$ cat config.mk
export PLATFORM = sky130hd
export DESIGN_NAME = nvsrs_sequencer
export DESIGN_NICKNAME = d
export VERILOG_FILES = /design/src/nvsrs_pkg.sv /design/src/nvsrs_sequencer.sv /design/src/nvsrs_sync.sv
export SDC_FILE = /design/constraint.sdc
export NUM_CORES = 1
export LEC_CHECK = 0
export ABC_AREA = 1
export BUFFER_PORTS_ARGS = -buffer_cell sky130_fd_sc_hd__buf_2
export CAP_MARGIN = 30
export CORE_MARGIN = 1.5
export CORE_UTILIZATION = 45
export CTS_CLUSTER_SIZE = 14
export DETAILED_ROUTE_END_ITERATION = 8
export GPL_TIMING_DRIVEN = 1
export RECOVER_POWER = 100
export REMOVE_ABC_BUFFERS = 1
export SETUP_SLACK_MARGIN = 0.1
export SKIP_LAST_GASP = 1
export SLEW_MARGIN = 10
export SYNTH_ARGS = -nofsm -noshare
export SYNTH_HDL_FRONTEND = slang
export SYNTH_SLANG_ARGS = --single-unit
$ cat constraint.sdc
create_clock -name clock -period 2.45 [get_ports clock]
set_input_delay 0.1225 -clock clock [delete_from_list [all_inputs] [get_ports clock]]
set_output_delay 0.1225 -clock clock [all_outputs]
set_load 0.1 [all_outputs]
$ cat src/nvsrs_pkg.sv
package nvsrs_pkg;

   // Clock rate in kHz (40 MHz)
   localparam int CLOCK_KHZ = 40000;

   // Timing figures in their own units
   localparam int RECALL_DURATION_US     = 600;
   localparam int SOFT_SEQUENCE_TIME_US  = 500;
   localparam int HW_STORE_PULSE_MIN_NS  = 15;
   localparam int STORE_DURATION_MS      = 8;
   localparam int ERRATA_GAP_LO_US       = 50;
   localparam int ERRATA_GAP_HI_US       = 280;

   // Cycle counts derived from the rate; longest times round down
   localparam int RECALL_CYCLES = RECALL_DURATION_US * CLOCK_KHZ / 1000;
   localparam int SOFT_SEQ_CYCLES = SOFT_SEQUENCE_TIME_US * CLOCK_KHZ / 1000;
   localparam int STORE_CYCLES = STORE_DURATION_MS * CLOCK_KHZ;
   localparam int HW_PULSE_CYCLES_RAW = (HW_STORE_PULSE_MIN_NS * CLOCK_KHZ + 999999) / 1000000;
   localparam int HW_PULSE_CYCLES = (HW_PULSE_CYCLES_RAW < 1) ? 1 : HW_PULSE_CYCLES_RAW;
   localparam int GAP_LO_CYCLES = ERRATA_GAP_LO_US * CLOCK_KHZ / 1000;
   localparam int GAP_HI_CYCLES = ERRATA_GAP_HI_US * CLOCK_KHZ / 1000;

   localparam int CNT_W = 20;

   // Soft sequence commands
   typedef enum logic [2:0] {
      NVSRS_CMD_NONE,
      NVSRS_CMD_STORE,
      NVSRS_CMD_RECALL,
      NVSRS_CMD_PLS_EN,
      NVSRS_CMD_PLS_DIS
   } nvsrs_cmd_t;

   typedef enum logic [2:0] {
      NVSRS_IDLE,
      NVSRS_CMDWAIT,
      NVSRS_STORE,
      NVSRS_RECALL
   } nvsrs_state_t;

endpackage

$ cat src/nvsrs_sequencer.sv
`timescale 1ns/10ps
module nvsrs_sequencer
#(
   parameter int STORE_CYCLES_P  = nvsrs_pkg::STORE_CYCLES,
   parameter int RECALL_CYCLES_P = nvsrs_pkg::RECALL_CYCLES
)
(
   input  wire logic                 clock,
   input  wire logic                 reset_n,
   input  wire logic                 hwStoreBusyPinInN,
   input  wire logic                 lowVoltageTrip,
   input  wire logic                 fastSerialClock,
   input  wire logic                 cmdValid,
   input  wire nvsrs_pkg::nvsrs_cmd_t cmdCode,
   input  wire logic                 accessStart,
   input  wire logic                 arrayWriteReq,
   input  wire logic                 arrayReadReq,
   output logic                      arrayWriteEn,
   output logic                      arrayReadEn,
   output logic                      ioBlocked,
   output logic                      nvStoreActive,
   output logic                      nvRecallActive,
   output logic                      powerLossStoreEn,
   output logic                      writeLatch,
   output logic                      hwStoreBusyPinOut,
   output logic                      hwStoreBusyPinOe,
   output logic                      accessRisk
);
   import nvsrs_pkg::*;

   logic                rstMeta_q;
   logic                rstN_q;
   logic [1:0]          syncOut;
   logic                pinLowS;
   logic                lowVS;
   nvsrs_state_t        state_q;
   logic [CNT_W-1:0]    timer_q;
   logic [CNT_W-1:0]    gap_q;
   nvsrs_cmd_t          pendCmd_q;
   logic                pinPrev_q;
   logic                lowVPrev_q;
   logic                hwReq;
   logic                plReq;
   logic                arrayBlocked;
   logic [CNT_W-1:0]    cmdWaitCnt_q;

   // Reset release through two flip-flops
   always_ff @(posedge clock or negedge reset_n)
   begin
      if (!reset_n)
      begin
         rstMeta_q <= 1'b0;
         rstN_q    <= 1'b0;
      end
      else
      begin
         rstMeta_q <= 1'b1;
         rstN_q    <= rstMeta_q;
      end
   end

   nvsrs_sync #(.WIDTH(2)) u_sync (
      .clock   (clock),
      .resetN  (rstN_q),
      .asyncIn ({~hwStoreBusyPinInN, lowVoltageTrip}),
      .syncOut (syncOut)
   );
   assign pinLowS = syncOut[1];
   assign lowVS   = syncOut[0];

   always_ff @(posedge clock or negedge rstN_q)
   begin
      if (!rstN_q)
      begin
         pinPrev_q  <= 1'b0;
         lowVPrev_q <= 1'b0;
      end
      else
      begin
         pinPrev_q  <= pinLowS;
         lowVPrev_q <= lowVS;
      end
   end

   // Pin low seen as a request edge
   assign hwReq = pinLowS && !pinPrev_q;
   assign plReq = lowVS && !lowVPrev_q && powerLossStoreEn;

   function automatic logic [CNT_W-1:0] cyc(input int n);
      cyc = CNT_W'(n - 1);
   endfunction

   // Operation sequencer; power-up recall starts after reset
   always_ff @(posedge clock or negedge rstN_q)
   begin
      if (!rstN_q)
      begin
         state_q   <= NVSRS_RECALL;
         timer_q   <= cyc(RECALL_CYCLES_P);
         pendCmd_q <= NVSRS_CMD_NONE;
      end
      else
      begin
         unique case (state_q)
            NVSRS_IDLE:
            begin
               if ((plReq || hwReq) && writeLatch)
               begin
                  state_q <= NVSRS_STORE;
                  timer_q <= cyc(STORE_CYCLES_P);
               end
               else if (cmdValid && cmdCode != NVSRS_CMD_NONE && !lowVS)
               begin
                  state_q   <= NVSRS_CMDWAIT;
                  pendCmd_q <= cmdCode;
                  timer_q   <= cyc(SOFT_SEQ_CYCLES);
               end
            end
            NVSRS_CMDWAIT:
            begin
               // Command acted on within soft sequence time
               if (timer_q == '0)
               begin
                  pendCmd_q <= NVSRS_CMD_NONE;
                  if (pendCmd_q == NVSRS_CMD_STORE)
                  begin
                     state_q <= NVSRS_STORE;
                     timer_q <= cyc(STORE_CYCLES_P);
                  end
                  else if (pendCmd_q == NVSRS_CMD_RECALL)
                  begin
                     state_q <= NVSRS_RECALL;
                     timer_q <= cyc(RECALL_CYCLES_P);
                  end
                  else
                     state_q <= NVSRS_IDLE;
               end
               else
                  timer_q <= timer_q - 1'b1;
            end
            NVSRS_STORE,
            NVSRS_RECALL:
            begin
               if (timer_q == '0)
                  state_q <= NVSRS_IDLE;
               else
                  timer_q <= timer_q - 1'b1;
            end
            default:
               state_q <= NVSRS_IDLE;
         endcase
      end
   end

   always_ff @(posedge clock or negedge rstN_q)
   begin
      if (!rstN_q)
         cmdWaitCnt_q <= '0;
      else if (state_q == NVSRS_CMDWAIT)
         cmdWaitCnt_q <= cmdWaitCnt_q + 1'b1;
      else
         cmdWaitCnt_q <= '0;
   end

   // Power-loss store enable follows the soft commands
   always_ff @(posedge clock or negedge rstN_q)
   begin
      if (!rstN_q)
         powerLossStoreEn <= 1'b1;
      else if (state_q == NVSRS_CMDWAIT && timer_q == '0)
      begin
         if (pendCmd_q == NVSRS_CMD_PLS_EN)
            powerLossStoreEn <= 1'b1;
         else if (pendCmd_q == NVSRS_CMD_PLS_DIS)
            powerLossStoreEn <= 1'b0;
      end
   end

   // Write latch: a write wins over the clear at a nonvolatile end
   always_ff @(posedge clock or negedge rstN_q)
   begin
      if (!rstN_q)
         writeLatch <= 1'b0;
      else if (arrayWriteEn)
         writeLatch <= 1'b1;
      else if ((state_q == NVSRS_STORE || state_q == NVSRS_RECALL) && timer_q == '0)
         writeLatch <= 1'b0;
   end

   // Array gated by operations, brownout and pin
   assign arrayBlocked = (state_q == NVSRS_STORE) || (state_q == NVSRS_RECALL) || lowVS || pinLowS;
   assign arrayWriteEn = arrayWriteReq && !arrayBlocked && !ioBlocked;
   assign arrayReadEn  = arrayReadReq && !arrayBlocked && !ioBlocked;

   // Serial I/O locked out during commanded operations
   always_ff @(posedge clock or negedge rstN_q)
   begin
      if (!rstN_q)
      begin
         ioBlocked      <= 1'b1;
         nvStoreActive  <= 1'b0;
         nvRecallActive <= 1'b1;
      end
      else
      begin
         ioBlocked      <= (state_q != NVSRS_IDLE);
         nvStoreActive  <= (state_q == NVSRS_STORE);
         nvRecallActive <= (state_q == NVSRS_RECALL);
      end
   end

   // Device pulls its busy pin low during any store
   assign hwStoreBusyPinOut = 1'b0;
   always_ff @(posedge clock or negedge rstN_q)
   begin
      if (!rstN_q)
         hwStoreBusyPinOe <= 1'b0;
      else
         hwStoreBusyPinOe <= (state_q == NVSRS_STORE);
   end

   // Gap counter between accesses for the fast-clock hazard
   always_ff @(posedge clock or negedge rstN_q)
   begin
      if (!rstN_q)
      begin
         gap_q      <= '1;
         accessRisk <= 1'b0;
      end
      else
      begin
         if (accessStart)
         begin
            accessRisk <= fastSerialClock && gap_q >= CNT_W'(GAP_LO_CYCLES) && gap_q <= CNT_W'(GAP_HI_CYCLES);
            gap_q      <= '0;
         end
         else if (gap_q != '1)
            gap_q <= gap_q + 1'b1;
      end
   end

   no_write_busy_a: assert property (@(posedge clock) disable iff (!rstN_q)
      (state_q != NVSRS_IDLE && state_q != NVSRS_CMDWAIT) |-> !arrayWriteEn)
      else $error("array write while busy");

   pin_blocks_a: assert property (@(posedge clock) disable iff (!rstN_q)
      pinLowS |-> !arrayReadEn && !arrayWriteEn)
      else $error("array open while pin low");

   skip_store_a: assert property (@(posedge clock) disable iff (!rstN_q)
      (state_q == NVSRS_IDLE && hwReq && !writeLatch && !cmdValid) |=> state_q == NVSRS_IDLE)
      else $error("store started with no pending write");

   io_lock_a: assert property (@(posedge clock) disable iff (!rstN_q)
      (state_q == NVSRS_RECALL) |=> ioBlocked)
      else $error("io not blocked during recall");

   cmd_start_a: assert property (@(posedge clock) disable iff (!rstN_q)
      (state_q == NVSRS_CMDWAIT) |-> cmdWaitCnt_q < CNT_W'(SOFT_SEQ_CYCLES))
      else $error("soft command wait too long");

   recall_len_a: assert property (@(posedge clock) disable iff (!rstN_q)
      $rose(state_q == NVSRS_RECALL) |-> timer_q == cyc(RECALL_CYCLES_P))
      else $error("recall length wrong");

   hw_store_a: assert property (@(posedge clock) disable iff (!rstN_q)
      (state_q == NVSRS_IDLE && hwReq && writeLatch) |=> state_q == NVSRS_STORE)
      else $error("pin store not started");

   risk_flag_a: assert property (@(posedge clock) disable iff (!rstN_q)
      (accessStart && !fastSerialClock) |=> !accessRisk)
      else $error("risk flagged at slow clock");
endmodule

$ cat src/nvsrs_sync.sv
`timescale 1ns/10ps
module nvsrs_sync
#(
   parameter int WIDTH = 1
)
(
   input  wire logic             clock,
   input  wire logic             resetN,
   input  wire logic [WIDTH-1:0] asyncIn,
   output logic      [WIDTH-1:0] syncOut
);
   logic [WIDTH-1:0] meta_q;

   // Two-stage synchroniser; first stage feeds only the second
   always_ff @(posedge clock or negedge resetN)
   begin
      if (!resetN)
      begin
         meta_q  <= '0;
         syncOut <= '0;
      end
      else
      begin
         meta_q  <= asyncIn;
         syncOut <= meta_q;
      end
   end
endmodule
; ---- Word level (Yosys, flattened, before mapping)
; Cells that the tools add are included.
[totals]
ff_bits = 60
in_bits = 12
n_memories = 0
elab_cells = 96
latchBits = 0
rom_bits = 0
out_inout_bits = 10
ramBits = 0
[classes]
add_sub_neg = 2
order_cmp = 2
n_shift = 0
bitwise_logic = 1
mux = 23
div_mod_pow = 0
n_reduce_logical = 37
n_eq_ne = 15
multipliers = 0
[ops]
columns = operator, count
row1 = $mux 20, 8
row2 = $pmux 20 s3, 1
row3 = $add 20x1->20 const B, 1
row4 = $ge 20x11->1 const B, 1
row5 = $le 20x14->1 const B, 1
row6 = $logic_not 20->1, 1
row7 = $ne 20x20->1 const B, 1
row8 = $sub 20x1->20 const B, 1
row9 = $mux 3, 6
row10 = $logic_and 1x1->1, 14
row11 = $eq 3x2->1 const B, 4
row12 = $ne 2x2->1 const B, 5
row13 = $pmux 3 s3, 1
row14 = $reduce_bool 3->1, 3
row15 = $reduce_and 4->1, 2
row16 = $reduce_bool 2->1, 4
row17 = $eq 3x1->1 const B, 2
row18 = $pmux 3 s2, 1
row19 = $logic_not 1->1, 5
row20 = $logic_or 1x1->1, 4
row21 = $mux 1, 4
row22 = $mux 2, 2
row23 = $ne 4x4->1 const B, 1
row24 = $eq 3x3->1 const B, 1
row25 = 6 further kinds, 6

; ---- Logic depth before layout (Yosys ltp)
[depth]
ltp_word = 8
mapped_depth = 12
ltp_nobuf = 11

; ---- Cells and area by module
; Synthesis repeated with hierarchy kept, for this count alone.
[unflattened]
cells_unflattened = 533
hier_area_um2 = 3844.9
[by_module_without_submodules]
columns = mod, seq_area_each_um2, cells_per_inst, area_each_um2, n_inst
row1 = nvsrs_sequencer, 1422.6, 529, 3744.8, 1
row2 = nvsrs_sync, 100.1, 4, 100.1, 1

; ---- Least setup slack after synthesis
; No wires, ideal clock.
[synth_path]
path_type = reg-to-reg
from = register powerLossStoreEn
to = register timer_q[4]
slack_ns = 0.465
arrival_time_ns = 1.906
path_stages_with_launch = 11
path_buffers = 1
required_time_ns = 2.371
period_less_slack_ns = 1.985
setup_ns = 0.079
path_cell_list = dfstp_2 > nand3_1 > o21ai_1 > nand2_1 > nand2_1 > nor2_1 > nor2_1 > nand2_4 > buf_6 > o21ai_1 > nand2_1
[synth_between]
elab_chain_len = 5
word_cells_on_any_way = 7
cone_classes = eq/ne (1) / mux (2) / reduce/logical (4)
[synth_rtl]
columns = element, line
row1 = from (decl), nvsrs_sequencer.sv:23  ; output logic powerLossStoreEn,
row2 = from (signal assigned), nvsrs_sequencer.sv:169  ; powerLossStoreEn <= 1'b1;
row3 = from (signal assigned), nvsrs_sequencer.sv:173  ; powerLossStoreEn <= 1'b1;
row4 = from (signal assigned), nvsrs_sequencer.sv:175  ; powerLossStoreEn <= 1'b0;
row5 = $logic_and 1x1->1 (*), nvsrs_sequencer.sv:87  ; assign plReq = lowVS && !lowVPrev_q && powerLossStoreEn;
row6 = $logic_or 1x1->1 (*), nvsrs_sequencer.sv:107  ; if ((plReq || hwReq) && writeLatch)
row7 = $logic_and 1x1->1 (*), nvsrs_sequencer.sv:107
row8 = $ne 3x3->1 (no source line) / $mux 20 (equally long branches), --
row9 = $reduce_and 4->1 (no source line) / $pmux 20 s3 (equally long branches), --
row10 = to (signal assigned), nvsrs_sequencer.sv:110  ; timer_q <= cyc(STORE_CYCLES_P);
row11 = to (signal assigned), nvsrs_sequencer.sv:116  ; timer_q <= cyc(SOFT_SEQ_CYCLES);
row12 = to (signal assigned), nvsrs_sequencer.sv:128  ; timer_q <= cyc(STORE_CYCLES_P);
row13 = to (decl), nvsrs_sequencer.sv:37  ; logic [CNT_W-1:0] timer_q;
; Every way passes the cells marked *; elsewhere a longest branch is shown, timed or not.
; A chain may end at the register's enable or synchronous reset.

; ---- Worst setup path after layout
[layout_path]
from = register gap_q[0]
to = register gap_q[7]
[layout_between]
elab_chain_len = 3
word_cells_on_any_way = 5
cone_classes = add/sub (1) / eq/ne (1) / mux (2) / reduce/logical (1)
[layout_rtl]
columns = element, line
row1 = from (decl), nvsrs_sequencer.sv:38  ; logic [CNT_W-1:0] gap_q;
row2 = from (signal assigned), nvsrs_sequencer.sv:238  ; gap_q <= gap_q + 1'b1;
row3 = $add 20x1->20, nvsrs_sequencer.sv:238
row4 = $mux 20, nvsrs_sequencer.sv:237  ; else if (gap_q != '1)
row5 = $mux 20, nvsrs_sequencer.sv:232  ; if (accessStart)
; Parallel ways exist; a longest one is shown, timed or not. The select of a mux whose other input is x is not followed.

==> metrics <==
outcome finished, final reports clean; Inst Count DP 593; Final Core Density 50.96%; die area 8424 µm²; Worst-Skew Late Latency 330 ps; Iteration-0 DRC Markers 128; Tcrit/Tclk final 85.48%; Worst Path Buf+Inv 0; start point of the critical path gap_q[0]; Worst Reg-to-Reg Cells 11; Post-synth EDFFs 0; WP depth 11; Num CTS Buffers 9; FF+latch count, synth 59; port bufs 20; Setup TNS Final 0 ps; Worst Setup End Kind register; vias in the first global route 3,163; Mapped Area 3547 µm²; nets 521; xor-xnor portion of the synthesized cell area 3.704%; slowest stage delay, CP 560 ps; Yosys top cell area share 27.41%; via count 3,110; delay-heaviest family, CP simple AND/OR/NAND/NOR gates; Simple-Gate Fraction of Synth Area 36.90%; Chip Height 91.79 µm; Synth Area in Compound Gates 7.407%; WL per Instance 13.07 µm; Pins Over Slew Limit 0; PwrDens 496.2 nW/µm²; Core Region 7687 µm²; R2R Path Start gap_q[0]; Worst Hold Class in2reg; Ant. Diodes 0; dpl ws 479.3 ps; arrival time at the worst endpoint 2360 ps; maxcap violations 0; Setup WS post-layout 355.7 ps; synth top area cells dfstp_2 27%, dfrtp_1 16%, nand2_1 15%; data required time at the worst endpoint 2710 ps; synth warn 0; DRC viols 0; largest net degree at the start of global routing 44; fraction of the mapped netlist area in adder cells 1.411%; Hold WS 51.65 ps; maximum clock rate 0.4775 GHz; maximum root-to-sink buffer count 2; post-synthesis mux area share 0%; remaining antenna violation count 0; largest area contributor in the netlist dfstp_2; main combinational cell family by area after synthesis simple AND/OR/NAND/NOR gates; layout cells sized above 1 17.06%; Gate Count Post-Synth 478; R2R Setup Slk 360 ps; total track usage 21.65%; gp weighted congestion 0.9215; Post-Route Skew 10.38 ps; CP Cell Sequence ha_1, nand2_2, nor2_4, nand2_2, nor2_1, nand2_1, nor2_4, nand2_1, nand3_2, nand2_1, a21oi_1; sequential area share after synthesis 42.93%; TritonCTS clock tree yes; layout overhead on the synthesized area 10.44%; IO Count 22; DR vias/cell 5.082; commonest non-fill, non-tap cells in the layout 141 x nand2_1, 58 x nor2_1, 52 x inv_1; Final Non-Filler Cells 612; TritonRoute pass-1 iters 4; Synth async-reset ratio 100.0%; Leakage Power 1.782 nW; H-tree depth 3; Die W 91.79 µm; FF-to-FF End gap_q[7]; GRT overflow 0; DP HPWL 5819 µm; slew of the pin with the lowest slew margin 1165 ps; commonest register cell after synthesis dfstp_2; most frequent CP cell nand2_1; root buf cell clkbuf_8; Mean Syn Cell Area 7.421 µm²; FP Rows 32; Rel. slew slack 22.64%; Initial Utilization 46.14%; first-pass GRT wire length 14,440 µm; RSZ-0062 raised after global routing false; clock slew at reported path FFs 70 ps; Distinct cells, synth 36; Tmin final 2094 ps; CP endpoint gap_q[7]; CTS resizes 0; initial antenna violation count 0; Setup crit start kind register; Max VDD drop 386.2 µV; Final Hold Viols 0; Final Setup Violations 0; crit-path max FO 7; # clock sinks 59; type of the worst setup path reg2reg; slowest cell on the critical path dfstp_2; final wirelength 7997 µm; commonest non-fill, non-tap cell in the layout nand2_1
==> Yosys cell counts, drive strengths merged (2+ instances only) <==
library cell / number
a21oi: 10
xor2: 8
nand4: 7
a22oi: 2
ha: 4
a31oi: 3
nand3: 39
nand2: 147
nor3: 13
buf: 6
nor2: 67
o21ai: 32
xnor2: 7
and2: 2
nand3b: 3
conb: 2
dfstp: 37
or2: 6
inv: 53
clkbuf: 3
nor4: 3
dfrtp: 22
==> stage by stage <==
step / area (µm²) / total power [mW]
2_1_floorplan: 3482 / 1.054
3_3_place_gp: 3739 / 1.083
3_5_place_dp: 3739 / 1.084
4_1_cts: 3964 / 1.982
5_1_grt: 3918 / 2.037
6_report: 3918 / 1.944
==> worst reg2reg max path: stages (launching register included) <==
cell     delay, ps
dfstp_2        560
ha_1           200
nand2_2         80
nor2_4         140
nand2_2         80
nor2_1         170
nand2_1        140
nor2_4         110
nand2_1        200
nand3_2        130
nand2_1         70
a21oi_1        150
==> kinds of logic after synthesis <==
family	count (synthesis)
xor gates and xnor gates	15
other	2
AOI/OAI and AO/OA	49
buffers and inverters	62
adders and majority gates	4
DFF	59
and+or+nand+nor	287
==> how the worst min path moves through the flow <==
stage	from	end	slack, ps	cells past startpoint
floorplan	reset_n	rstMeta_q	-170	0
global placement	reset_n	rstMeta_q	-90	1
detailed placement	reset_n	rstMeta_q	-90	1
CTS	accessStart	gap_q[2]	40	2
global route	arrayWriteReq	writeLatch	60	3
finish	accessStart	gap_q[2]	50	2
==> cell type report <==
cell class | instances | area [µm²]
Fill cell | 784 | 3770
Sequential cell | 59 | 1523
Clock buffer | 12 | 145.1
Inverter | 53 | 198.9
Clock inverter | 4 | 50.05
Multi-Input combinational cell | 357 | 1740
Timing Repair Buffer | 25 | 132.6
Tap cell | 102 | 127.6
==> metal layers <==
layer | wire, µm | track usage [%]
met1 | 3494 | 25.13
met4 | 197 | 8.974
met3 | 356 | 5.638
met5 | 0 | 0
met2 | 3948 | 37.81
==> sequential cells by signal, summed over array words and instances (netlist names), 2 cells and up <==
signal          cells
timer_q            20
pendCmd_q           3
state_q             2
gap_q              20
u_sync.syncOut      2
u_sync.meta_q       2
==> timing repair <==
| item | in CTS | in global routing |
|---|---|---|
| hold endpoints to repair | 4 | 0 |
| setup buffers | 0 | 0 |
| hold buffers | 3 | 0 |
==> report_power, final <==
group / switching [mW] / internal, mW / leakage (nW)
clock: 0.382 / 0.496 / 0.0926
sequential: 0.0127 / 0.991 / 0.656
combinational: 0.0422 / 0.0199 / 1.03
(Power assumes the default switching activity.)
